$ cat config.mk
export PLATFORM = sky130hd
export DESIGN_NAME = alu_instruction_cycle_timing
export DESIGN_NICKNAME = d
export VERILOG_FILES = /design/src/pkg/alu_timing_pkg.sv /design/src/verilog/timing_rom.sv /design/src/verilog/alu_instruction_cycle_timing.sv
export VERILOG_INCLUDE_DIRS = /design/src /design/src/pkg
export SDC_FILE = /design/constraint.sdc
export NUM_CORES = 1
export LEC_CHECK = 0
export BUFFER_PORTS_ARGS = -buffer_cell sky130_fd_sc_hd__buf_2
export CAP_MARGIN = 15
export CORE_MARGIN = 10
export CORE_UTILIZATION = 60
export CTS_CLUSTER_SIZE = 30
export DETAILED_ROUTE_END_ITERATION = 10
export GPL_TIMING_DRIVEN = 0
export HOLD_SLACK_MARGIN = 0.03
export PLACE_DENSITY = 0.82
export SLEW_MARGIN = 20
export SYNTH_ARGS = -nofsm -noshare
export SYNTH_HDL_FRONTEND = slang
export SYNTH_HIERARCHICAL = 1
export SYNTH_SLANG_ARGS = --single-unit
$ cat constraint.sdc
create_clock -name clk -period 3.6 [get_ports clk]
set_clock_uncertainty 0.05 [all_clocks]
set_input_delay 0.36 -clock clk [delete_from_list [all_inputs] [get_ports clk]]
set_output_delay 0.36 -clock clk [all_outputs]
set_load 0.05 [all_outputs]
$ cat src/pkg/alu_timing_map.svh
// Timing figures and field layouts for the execution timing model
`ifndef ALU_TIMING_MAP_SVH
`define ALU_TIMING_MAP_SVH

`define CLK_W 8
`define CNT_W 3
`define OP_W 6

// Case select encodings
`define CASE_BEST 2'h0
`define CASE_CACHE 2'h1
`define CASE_WORST 2'h2

// Width of the extra address time accepted on the side input
`define EXTRA_W 8

`endif

$ cat src/pkg/alu_timing_pkg.sv
// Types for the execution timing model
`include "alu_timing_map.svh"
package alu_timing_pkg;

	// Operation and operand form
	typedef enum logic [5:0] {
		op_sum_to_data,
		op_sum_to_address_reg,
		op_reg_to_mem,
		op_compare_data,
		op_compare_address,
		op_bounds_compare,
		op_word_multiply,
		op_long_multiply,
		op_word_unsigned_divide,
		op_long_unsigned_divide,
		op_word_signed_divide,
		op_long_signed_divide,
		op_quick_load,
		op_immediate_reg,
		op_immediate_mem,
		op_immediate_compare,
		op_decimal_reg,
		op_decimal_mem,
		op_extended_reg,
		op_extended_mem,
		op_compare_memory,
		op_decimal_packing_reg,
		op_decimal_unpacking_reg,
		op_decimal_pack_mem,
		op_single_reg,
		op_single_mem,
		op_sign_extension,
		op_cond_set_reg,
		op_decimal_negate,
		op_cond_set_mem,
		op_test_and_set_reg,
		op_test_and_set_op_mem
	} alu_op_t;

	// Address time added on top of the table figure
	typedef enum logic [1:0] {
		add_none,
		add_fetch_ea,
		add_fetch_imm,
		add_calc_ea
	} add_kind_t;

	// One timing table entry
	typedef struct packed {
		logic [`CLK_W-1:0] clocks;
		logic [`CNT_W-1:0] reads;
		logic [`CNT_W-1:0] prefetches;
		logic [`CNT_W-1:0] writes;
	} timing_t;

	typedef enum logic {
		st_idle,
		st_count
	} seq_state_t;

endpackage : alu_timing_pkg

$ cat src/verilog/timing_rom.sv
// Registered lookup of the clock and bus-cycle figures per operation
`timescale 1ns/1ps
`include "alu_timing_map.svh"
module timing_rom (
	input wire logic clk, // Processor clock
	input wire logic rst_n, // Synchronised reset, active low
	input wire logic [5:0] op, // Operation code
	input wire logic [1:0] case_sel, // Best, cache or worst case
	output logic [`CLK_W-1:0] clocks, // Table clock total
	output logic [`CNT_W-1:0] reads, // Operand reads
	output logic [`CNT_W-1:0] prefetches, // Instruction prefetches
	output logic [`CNT_W-1:0] writes, // Operand writes
	output logic [1:0] add_kind // Extra address time to add
);

	logic [`CLK_W+3*`CNT_W+1:0] data_reg;
	logic [`CLK_W+3*`CNT_W+1:0] data_next;

	// Pack one entry: clocks, r, p, w, kind
	function automatic logic [`CLK_W+3*`CNT_W+1:0] ent(
		input logic [7:0] c, input logic [2:0] r, input logic [2:0] p,
		input logic [2:0] w, input logic [1:0] k);
		ent = {c, r, p, w, k};
	endfunction : ent

	// Pick one of three figures by case; worst adds one prefetch
	function automatic logic [`CLK_W+3*`CNT_W+1:0] tri3(
		input logic [1:0] cs, input logic [7:0] b, input logic [7:0] c,
		input logic [7:0] wc, input logic [2:0] r, input logic [2:0] w,
		input logic [1:0] k);
		if (cs == `CASE_BEST) begin
			tri3 = ent(b, r, 3'h0, w, k);
		end else if (cs == `CASE_CACHE) begin
			tri3 = ent(c, r, 3'h0, w, k);
		end else begin
			tri3 = ent(wc, r, 3'h1, w, k); // Worst case holds next prefetch
		end
	endfunction : tri3

	// Table of figures, each total includes its bus cycles
	always_comb begin
		data_next = ent(8'h00, 3'h0, 3'h0, 3'h0, 2'h0);
		case (op)
			6'h00, 6'h01, 6'h03:
				data_next = tri3(case_sel, 8'h00, 8'h02, 8'h03, 3'h0, 3'h0,
					2'h1);
			6'h02:
				data_next = tri3(case_sel, 8'h03, 8'h04, 8'h06, 3'h0, 3'h1,
					2'h1);
			6'h04:
				data_next = tri3(case_sel, 8'h01, 8'h04, 8'h04, 3'h0, 3'h0,
					2'h1);
			6'h05:
				data_next = tri3(case_sel, 8'h10, 8'h12, 8'h12, 3'h1, 3'h0,
					2'h2);
			6'h06:
				data_next = tri3(case_sel, 8'h19, 8'h1b, 8'h1c, 3'h0, 3'h0,
					2'h1);
			6'h07:
				data_next = tri3(case_sel, 8'h29, 8'h2b, 8'h2c, 3'h0, 3'h0,
					2'h2);
			6'h08:
				data_next = tri3(case_sel, 8'h2a, 8'h2c, 8'h2c, 3'h0, 3'h0,
					2'h1);
			6'h09:
				data_next = tri3(case_sel, 8'h4c, 8'h4e, 8'h4f, 3'h0, 3'h0,
					2'h2);
			6'h0a:
				data_next = tri3(case_sel, 8'h36, 8'h38, 8'h39, 3'h0, 3'h0,
					2'h1);
			6'h0b:
				data_next = tri3(case_sel, 8'h58, 8'h5a, 8'h5b, 3'h0, 3'h0,
					2'h2);
			6'h0c, 6'h0d, 6'h0f:
				data_next = tri3(case_sel, 8'h00, 8'h02, 8'h03, 3'h0, 3'h0,
					(op == 6'h0c) ? 2'h0 : 2'h2);
			6'h0e:
				data_next = tri3(case_sel, 8'h03, 8'h04, 8'h06, 3'h0, 3'h1,
					2'h2);
			6'h10:
				data_next = tri3(case_sel, 8'h04, 8'h04, 8'h05, 3'h0, 3'h0,
					2'h0);
			6'h11:
				data_next = tri3(case_sel, 8'h0e, 8'h10, 8'h11, 3'h2, 3'h1,
					2'h0);
			6'h12:
				data_next = tri3(case_sel, 8'h02, 8'h02, 8'h03, 3'h0, 3'h0,
					2'h0);
			6'h13:
				data_next = tri3(case_sel, 8'h0a, 8'h0c, 8'h0d, 3'h2, 3'h1,
					2'h0);
			6'h14:
				data_next = tri3(case_sel, 8'h08, 8'h09, 8'h0a, 3'h2, 3'h0,
					2'h0);
			6'h15:
				data_next = tri3(case_sel, 8'h03, 8'h06, 8'h07, 3'h0, 3'h0,
					2'h0);
			6'h16:
				data_next = tri3(case_sel, 8'h05, 8'h08, 8'h09, 3'h0, 3'h0,
					2'h0);
			6'h17:
				data_next = tri3(case_sel, 8'h0b, 8'h0d, 8'h0d, 3'h1, 3'h1,
					2'h0);
			6'h18:
				data_next = tri3(case_sel, 8'h00, 8'h02, 8'h03, 3'h0, 3'h0,
					2'h0);
			6'h19:
				data_next = tri3(case_sel, 8'h03, 8'h04, 8'h06, 3'h0, 3'h1,
					2'h1);
			6'h1a, 6'h1b, 6'h1e:
				data_next = tri3(case_sel, 8'h01, 8'h04, 8'h04, 3'h0, 3'h0,
					2'h0);
			6'h1c:
				data_next = tri3(case_sel, 8'h06, 8'h06, 8'h06, 3'h0, 3'h0,
					2'h0);
			6'h1d:
				data_next = tri3(case_sel, 8'h06, 8'h06, 8'h06, 3'h0, 3'h1,
					2'h3);
			6'h1f:
				data_next = tri3(case_sel, 8'h0c, 8'h0c, 8'h0d, 3'h1, 3'h1,
					2'h3);
			default:
				data_next = ent(8'h00, 3'h0, 3'h0, 3'h0, 2'h0);
		endcase
	end

	// Registered read data
	always_ff @(posedge clk or negedge rst_n) begin
		if (!rst_n) begin
			data_reg <= '0;
		end else begin
			data_reg <= data_next;
		end
	end

	assign {clocks, reads, prefetches, writes, add_kind} = data_reg;

endmodule : timing_rom

$ cat src/verilog/alu_instruction_cycle_timing.sv
// Top of the execution timing model: case choice and cycle sequencing
`timescale 1ns/1ps
`include "alu_timing_map.svh"
module alu_instruction_cycle_timing (
	input wire logic clk, // Processor clock, 125 MHz
	input wire logic reset_n, // Asynchronous reset, active low
	input wire logic start, // One-cycle request to time an operation
	input wire logic [5:0] op, // Operation and operand form
	input wire logic cache_hit, // Instruction is cache resident
	input wire logic prefetch_pending, // A prefetch is still outstanding
	input wire logic [7:0] fetch_ea_time, // Fetch address time
	input wire logic [7:0] fetch_imm_time, // Fetch immediate address time
	input wire logic [7:0] calc_ea_time, // Calculate address time
	output logic busy, // Operation in progress
	output logic done, // One-cycle pulse at the end
	output logic [9:0] total_clocks, // Total execution time of last op
	output logic [2:0] read_cycles, // Operand reads of last op
	output logic [2:0] prefetch_cycles, // Prefetches of last op
	output logic [2:0] write_cycles // Operand writes of last op
);

	logic rst_s1_reg;
	logic rst_n_reg;

	// Reset release through two flops; assertion stays asynchronous
	always_ff @(posedge clk or negedge reset_n) begin
		if (!reset_n) begin
			rst_s1_reg <= 1'b0;
			rst_n_reg <= 1'b0;
		end else begin
			rst_s1_reg <= 1'b1;
			rst_n_reg <= rst_s1_reg;
		end
	end

	alu_timing_pkg::seq_state_t state_reg;
	alu_timing_pkg::seq_state_t state_next;
	logic [1:0] case_reg;
	logic [1:0] case_next;
	logic [5:0] op_reg;
	logic [5:0] op_next;
	logic [9:0] remain_reg;
	logic [9:0] remain_next;
	logic lookup_reg;
	logic lookup_next;
	logic busy_reg;
	logic busy_next;
	logic done_reg;
	logic done_next;
	logic [9:0] total_reg;
	logic [9:0] total_next;
	logic [2:0] rd_reg;
	logic [2:0] rd_next;
	logic [2:0] pf_reg;
	logic [2:0] pf_next;
	logic [2:0] wr_reg;
	logic [2:0] wr_next;
	logic [7:0] ea_reg;
	logic [7:0] ea_next;
	logic [7:0] imm_reg;
	logic [7:0] imm_next;
	logic [7:0] calc_reg;
	logic [7:0] calc_next;

	logic [7:0] rom_clocks;
	logic [2:0] rom_reads;
	logic [2:0] rom_pf;
	logic [2:0] rom_wr;
	logic [1:0] rom_kind;
	logic [9:0] sum;

	// Case choice: a miss is worst; a hit with a prefetch still out
	// costs the cache figure, a clean hit the best figure
	function automatic logic [1:0] pick_case(input logic hit,
		input logic pend);
		if (!hit) begin
			pick_case = `CASE_WORST;
		end else if (pend) begin
			pick_case = `CASE_CACHE;
		end else begin
			pick_case = `CASE_BEST;
		end
	endfunction : pick_case

	// Table is fed the next values so its registered answer is ready
	// on the lookup edge; feeding the held copy would give stale figures
	timing_rom u_rom (
		.clk(clk),
		.rst_n(rst_n_reg),
		.op(op_next),
		.case_sel(case_next),
		.clocks(rom_clocks),
		.reads(rom_reads),
		.prefetches(rom_pf),
		.writes(rom_wr),
		.add_kind(rom_kind)
	);

	// Table figure plus the flagged address time
	always_comb begin
		sum = {2'h0, rom_clocks};
		case (rom_kind)
			2'h1: sum = {2'h0, rom_clocks} + {2'h0, ea_reg};
			2'h2: sum = {2'h0, rom_clocks} + {2'h0, imm_reg};
			2'h3: sum = {2'h0, rom_clocks} + {2'h0, calc_reg};
			default: sum = {2'h0, rom_clocks};
		endcase
	end

	// Sequencer: latch, look up, then count the total down
	always_comb begin
		state_next = state_reg;
		case_next = case_reg;
		op_next = op_reg;
		remain_next = remain_reg;
		lookup_next = 1'b0;
		busy_next = busy_reg;
		done_next = 1'b0;
		total_next = total_reg;
		rd_next = rd_reg;
		pf_next = pf_reg;
		wr_next = wr_reg;
		ea_next = ea_reg;
		imm_next = imm_reg;
		calc_next = calc_reg;
		case (state_reg)
			alu_timing_pkg::st_idle: begin
				if (start) begin
					op_next = op;
					case_next = pick_case(cache_hit, prefetch_pending);
					ea_next = fetch_ea_time;
					imm_next = fetch_imm_time;
					calc_next = calc_ea_time;
					lookup_next = 1'b1;
					busy_next = 1'b1;
					state_next = alu_timing_pkg::st_count;
				end
			end
			alu_timing_pkg::st_count: begin
				if (lookup_reg) begin
					// Table data lands one cycle after the latch
					total_next = sum;
					rd_next = rom_reads;
					pf_next = rom_pf;
					wr_next = rom_wr;
					if (sum <= 10'h001) begin
						// Zero- and one-clock forms finish on this edge
						busy_next = 1'b0;
						done_next = 1'b1;
						state_next = alu_timing_pkg::st_idle;
					end else begin
						// The lookup edge already counts as one clock
						remain_next = sum - 10'h001;
					end
				end else if (remain_reg <= 10'h001) begin
					busy_next = 1'b0;
					done_next = 1'b1;
					remain_next = 10'h000;
					state_next = alu_timing_pkg::st_idle;
				end else begin
					remain_next = remain_reg - 10'h001;
				end
			end
			default: state_next = alu_timing_pkg::st_idle;
		endcase
	end

	// Sequencer state
	always_ff @(posedge clk or negedge rst_n_reg) begin
		if (!rst_n_reg) begin
			state_reg <= alu_timing_pkg::st_idle;
			case_reg <= `CASE_BEST;
			op_reg <= 6'h00;
			remain_reg <= 10'h000;
			lookup_reg <= 1'b0;
			busy_reg <= 1'b0;
			done_reg <= 1'b0;
			total_reg <= 10'h000;
			rd_reg <= 3'h0;
			pf_reg <= 3'h0;
			wr_reg <= 3'h0;
			ea_reg <= 8'h00;
			imm_reg <= 8'h00;
			calc_reg <= 8'h00;
		end else begin
			state_reg <= state_next;
			case_reg <= case_next;
			op_reg <= op_next;
			remain_reg <= remain_next;
			lookup_reg <= lookup_next;
			busy_reg <= busy_next;
			done_reg <= done_next;
			total_reg <= total_next;
			rd_reg <= rd_next;
			pf_reg <= pf_next;
			wr_reg <= wr_next;
			ea_reg <= ea_next;
			imm_reg <= imm_next;
			calc_reg <= calc_next;
		end
	end

	assign busy = busy_reg;
	assign done = done_reg;
	assign total_clocks = total_reg;
	assign read_cycles = rd_reg;
	assign prefetch_cycles = pf_reg;
	assign write_cycles = wr_reg;

endmodule : alu_instruction_cycle_timing

* Yosys cells after proc, flatten, opt, wreduce, memory -nomap -nowiden
Index checks and enable logic that the tools add are counted.
Cells by class: equality and inequality tests 39, mux-type cells 76, reduce and logical (&&, ||, !) cells 10, $lt $le $gt $ge 2, $add $sub $neg 5, bitwise operators 1
Operators by type and width (count):
- $mux 19 | 25
- $pmux 19 s25 | 1
- $mux 12 | 12
- $eq 6x5->1 const B | 16
- $mux 6 | 9
- $eq 6x4->1 const B | 8
- $mux 13 | 3
- $mux 10 | 3
- $mux 14 | 2
- $add 8x8->9 | 3
- $pmux 9 s3 | 1
- $eq 6x3->1 const B | 4
- $le 10x1->1 const B | 2
- $sub 10x1->10 const B | 2
- $mux 1 | 14
- $eq 6x2->1 const B | 2
- $reduce_or 3->1 | 3
- $mux 2 | 4
- $eq 6x1->1 const B | 1
- $logic_not 6->1 | 1
- $reduce_and 2->1 | 3
- $eq 2x1->1 const B | 2
- $eq 2x2->1 const B | 2
- $ne 2x2->1 const B | 2
- 7 further kinds | 8
Word-level totals: input port bits 35, output and inout bits 21, register bits 86

* Longest topological paths before layout
depth in word-level cells 8, gate-level depth with buffers 16, depth with buffers taken out 13

* By module
The synthesis kept the hierarchy.
By module, submodules not included:
- alu_instruction_cycle_timing | times used 1, area each 3597.2 um^2, cells each 344, seq. area each 1651.6 um^2
- timing_rom | times used 1, area each 1183.6 um^2, cells each 154, seq. area each 325.3 um^2

* Worst setup path after synthesis
Ideal clock, no wire load.
kind reg-to-reg, start point reg u_rom.data_reg[1], end point reg remain_reg[8], required time 3.418 ns, period minus slack after synthesis 3.347 ns, arrival 3.164 ns, stages on the path, launching flop included 15, buffers on the path 3, library setup time 0.132 ns, path slack 0.253 ns, cells stage by stage dfrtp_1 -> buf_2 -> buf_1 -> nor2_1 -> a21oi_1 -> ha_1 -> inv_1 -> fa_1 -> nand3b_1 -> a21o_1 -> o2111a_1 -> o41a_1 -> o41ai_2 -> buf_2 -> o21ai_0
On the way: cells in the longest elaborated chain, start to end 5, elaborated cells on any way between the ends 10, classes of those cells 1 x add/sub; 1 x order compare; 4 x eq/ne; 3 x mux; 1 x reduce/logical
Ends and longest elaborated chain:
- start: declaration | RTL line timing_rom.sv:16 | logic [`CLK_W+3*`CNT_W+1:0] data_reg;
- start signal: assignment | RTL line timing_rom.sv:132 | data_reg <= data_next;
- $eq 2x2->1 / $eq 2x1->1 (equally long branches) | RTL line alu_instruction_cycle_timing.sv:102 | case (rom_kind)
- $pmux 9 s3 * | RTL line alu_instruction_cycle_timing.sv:102
- $sub 10x1->10 / $le 10x1->1 (equally long branches) | RTL line alu_instruction_cycle_timing.sv:153, alu_instruction_cycle_timing.sv:146
- $mux 10 / $ne 2x2->1 (equally long branches)
- $mux 10 / $reduce_and 2->1 (equally long branches)
- end signal: assignment | RTL line alu_instruction_cycle_timing.sv:189 | remain_reg <= remain_next;
- end: declaration | RTL line alu_instruction_cycle_timing.sv:42 | logic [9:0] remain_reg;
Mark *: on every way between the ends. The rest lies on a longest branch, timed or not. The select of a mux whose other input is x is not followed. A chain may end at the register's enable or synchronous reset.

* Worst setup path in the final report
start point reg u_rom.data_reg[0], end point reg remain_reg[1]
Same word-level chain as after synthesis.

==> results.py <==
metrics = {
    "power_and_ir_drop": {
        "p_leak_nw": 2.544,
        "peakVddDrop_v": 0.0006069,
        "total_power_w": 0.005969,
        "power_density_mw_per_mm2": 1064,
    },
    "synth": {
        "netlist_instances": 498,
        "synth.avg_cell_area_um2": 9.600,
        "synth_warnings": 6,
        "synth_edf_count": 0,
        "synth_area_mm2": 0.004781,
        "ys_seq_elements": 79,
        "synthFlopType": "dfrtp_1",
        "ys_async_sr_fraction_pct": 100.0,
        "synthDistinctLibCells": 73,
        "synth_seq_area_share_pct": 41.35,
    },
    "grt": {
        "grt_max_degree": 47,
        "busiest_layer": "met2",
        "grt_pass1_vias": 4116,
        "use_met1_pct": 25.50,
        "grt_pass1_wl_mm": 19.75,
        "grtUsageMet2_pct": 34.83,
        "overflow": 0,
        "antenna_found_initial": 0,
        "grt_use_total_pct": 20.19,
        "use_met3_pct": 3.599,
    },
    "clock_tree": {
        "clk_pin_slew_ns": 0.09,
        "numCtsBuffers": 9,
        "clock-sinks": 79,
        "cts_root_buffer": "clkbuf_8",
        "insertion_delay_ns": 0.35,
        "htreeDepth": 3,
        "cts_tree": "built",
        "cts_max_path_buffers": 2,
    },
    "place": {
        "port_buffers": 54,
        "place.gp.congestion": 0.9527,
        "place_area_mm2": 0.005221,
        "dp_hpwl_mm": 8.891,
        "preCtsSetupSlack_ns": -0.2374,
    },
    "cells_and_area": {
        "utilization_pct": 72.59,
        "area_growth_pct": 17.33,
        "largest_reg_flops": 13,
        "design_area_mm2": 0.005609,
        "final_nets": 633,
        "diodes": 0,
        "fillers": 563,
        "drive_above_1_share_pct": 29.88,
    },
    "detailed_routing": {
        "finalWirelength_mm": 12.24,
        "route.detailed.drc": 0,
        "first_pass_iters": 5,
        "first_iter_violations": 212,
        "dr_total_vias": 4261,
        "viasPerCell": 6.166,
        "ant_nets": 0,
        "wl_per_cell_um": 17.71,
    },
    "critical_path": {
        "cp.required_ns": 3.83,
        "cp-start-kind": "flop",
        "cp_max_fo": 5,
        "end_kind": "flop",
        "worst-setup-path-type": "reg -> reg",
        "cp.arrival_ns": 3.75,
    },
    "timing": {
        "period_minus_slack_ns": 3.522,
        "tns_ns": 0,
        "hold_viol_final": 0,
        "report.final.slew_viol_count": 0,
        "worst_pin_slew_ns": 0.5568,
        "setup_violations": 0,
        "slew_headroom_pct": 62.56,
        "fmax_mhz": 283.9,
        "fin_crit_sh_pct": 97.83,
        "post-route-worst-setup-slack_ns": 0.07794,
    },
    "floorplanning": {
        "die_area_mm2": 0.01194,
        "die_x_um": 109.3,
        "chipHeight_um": 109.3,
        "fp-row-count": 32,
        "design.core.area_mm2": 0.007727,
        "io-pin-count": 56,
        "start_util_pct": 61.87,
    },
    "run": {
        "max_cap_viol_count": 0,
    },
    "run_status": {
        "outcome": "completed",
    },
    "min_path": {
        "hold_path_class": "in -> reg",
    },
}
-- through the flow --
| stage | cells | hold WS [ns] |
|---|---|---|
| 3_5_place_dp | 660 | 0.09701 |
| 3_3_place_gp | 659 | 0.09504 |
| 2_1_floorplan | 503 | 0.01441 |
| 4_1_cts | 678 | 0.1512 |
| 5_1_grt | 691 | 0.1593 |
| 6_report | 691 | 0.1657 |
-- power by group --
part           switching [W]  leakage (nW)  internal (W)
registers           0.000248         0.973       0.00128
logic                0.00228          1.47       0.00149
clock network       0.000388         0.101      0.000275
-- layout make-up --
cell class                      instances  area (µm²)  share of cell area (%)
Multi-Input combinational cell        373        2586                   46.11
Sequential cell                        79        1981                   35.31
Timing Repair Buffer                   70       415.4                   7.406
Buffer                                 35       241.5                   4.305
Tap cell                              102       127.6                   2.275
Clock buffer                            9       123.9                   2.208
Clock inverter                          7       73.82                   1.316
Inverter                               16       60.06                   1.071
-- routing by layer --
metal / routed length [µm] / vias to the layer above
li1: - / 1988
met1: 4972 / 2067
met2: 6293 / 177
met3: 764 / 29
met4: 207 / 0
met5: 0 / -
-- final timing paths --
path,start,to,slack [ns],depth (start not counted)
setup / recovery,u_rom/data_reg[0],remain_reg[1],0.08,14
max in group asynchronous,rst_n_reg,imm_reg[0],2.68,1
min in group asynchronous,rst_n_reg,remain_reg[2],0.23,0
hold / removal,cache_hit,case_reg[1],0.17,2
hold reg to reg,rst_n_reg,remain_reg[2],0.23,0
setup reg to reg,u_rom/data_reg[0],remain_reg[1],0.08,14
-- worst max-delay path, stage by stage, from the launching register on --
cell and delay, ns:
dfrtp_1 0.41, buf_8 0.14, mux2i_2 0.15, a21oi_2 0.15
ha_2 0.21, inv_2 0.05, fa_2 0.38, nand3b_1 0.23
a21o_1 0.23, o2111a_2 0.15, o41a_1 0.50, o41ai_4 0.42
buf_4 0.20, a221oi_1 0.05, a21oi_1 0.14
-- synth_stat cells, drive strengths merged (3+ instances only) --
| library cell | number | area, µm² |
|---|---|---|
| nand2 | 30 | 112.6 |
| nand4 | 3 | 18.77 |
| nand2b | 7 | 53.80 |
| nor2 | 43 | 163.9 |
| a21oi | 35 | 178.9 |
| nor3 | 11 | 55.05 |
| o22ai | 5 | 31.28 |
| nor2b | 6 | 37.54 |
| a21o | 5 | 37.54 |
| buf | 27 | 186.4 |
| clkbuf | 8 | 30.03 |
| nand3b | 4 | 30.03 |
| ha | 13 | 162.7 |
| mux2i | 12 | 123.9 |
| nor3b | 4 | 30.03 |
| mux2 | 43 | 488.0 |
| xnor2 | 4 | 35.03 |
| or2 | 3 | 21.27 |
| a221oi | 4 | 35.03 |
| conb | 3 | 11.26 |
| and2 | 4 | 25.02 |
| inv | 15 | 56.30 |
| nand3 | 10 | 50.05 |
| dfrtp | 79 | 1977 |
| and3 | 4 | 25.02 |
| a31oi | 9 | 56.30 |
| o21ai | 43 | 215.2 |
| o31ai | 4 | 30.03 |
| a211oi | 7 | 52.55 |
| or3 | 7 | 48.80 |
| nor4 | 9 | 56.30 |
-- timing repair --
item / CTS / global route
cloned: 1 / 0
setup buffers: 0 / 13
pin swaps: 2 / 7
hold buffers: 1 / 0
setup endpoints to repair: 13 / 14
resized for setup: 6 / 18
endpoints found under the hold margin: 2 / 0
-- logic make-up after synthesis --
kind of cell    count (synthesis)  synth area share [%]
compound gates                141                 18.97
fa+ha+maj                      14                 3.821
buf+inv                        51                 5.784
simple gates                  150                 16.12
flops                          79                 41.35
other cells                     3                0.2355
xor+xnor                        5                0.9159
mux                            55                 12.80
-- layout by cell type, fill, tap and decap left out, types with 4 or more instances in the layout --
cell	Yosys	routed
dfrtp_1	79	78
buf_2	8	61
nor2_1	42	42
mux2_2	42	42
o21ai_0	37	35
a21oi_1	34	32
nand2_1	30	30
buf_4	10	22
inv_1	14	13
ha_1	13	12
nor3_1	11	11
mux2i_1	11	10
nand3_1	10	10
nor4_1	9	9
a31oi_1	9	9
clkbuf_8	0	9
clkbuf_1	8	8
conb_1	3	8
buf_6	5	7
a211oi_1	7	7
o21ai_1	6	7
nor2b_1	6	6
or3_1	6	6
a21o_1	5	5
o22ai_1	5	5
nand2b_1	5	5
nand3b_1	4	4
and2_1	4	4
and3_1	4	4
xnor2_1	4	4
nor3b_1	4	4
a221oi_1	4	4
o31ai_1	4	4
(Power assumes the default switching activity.)
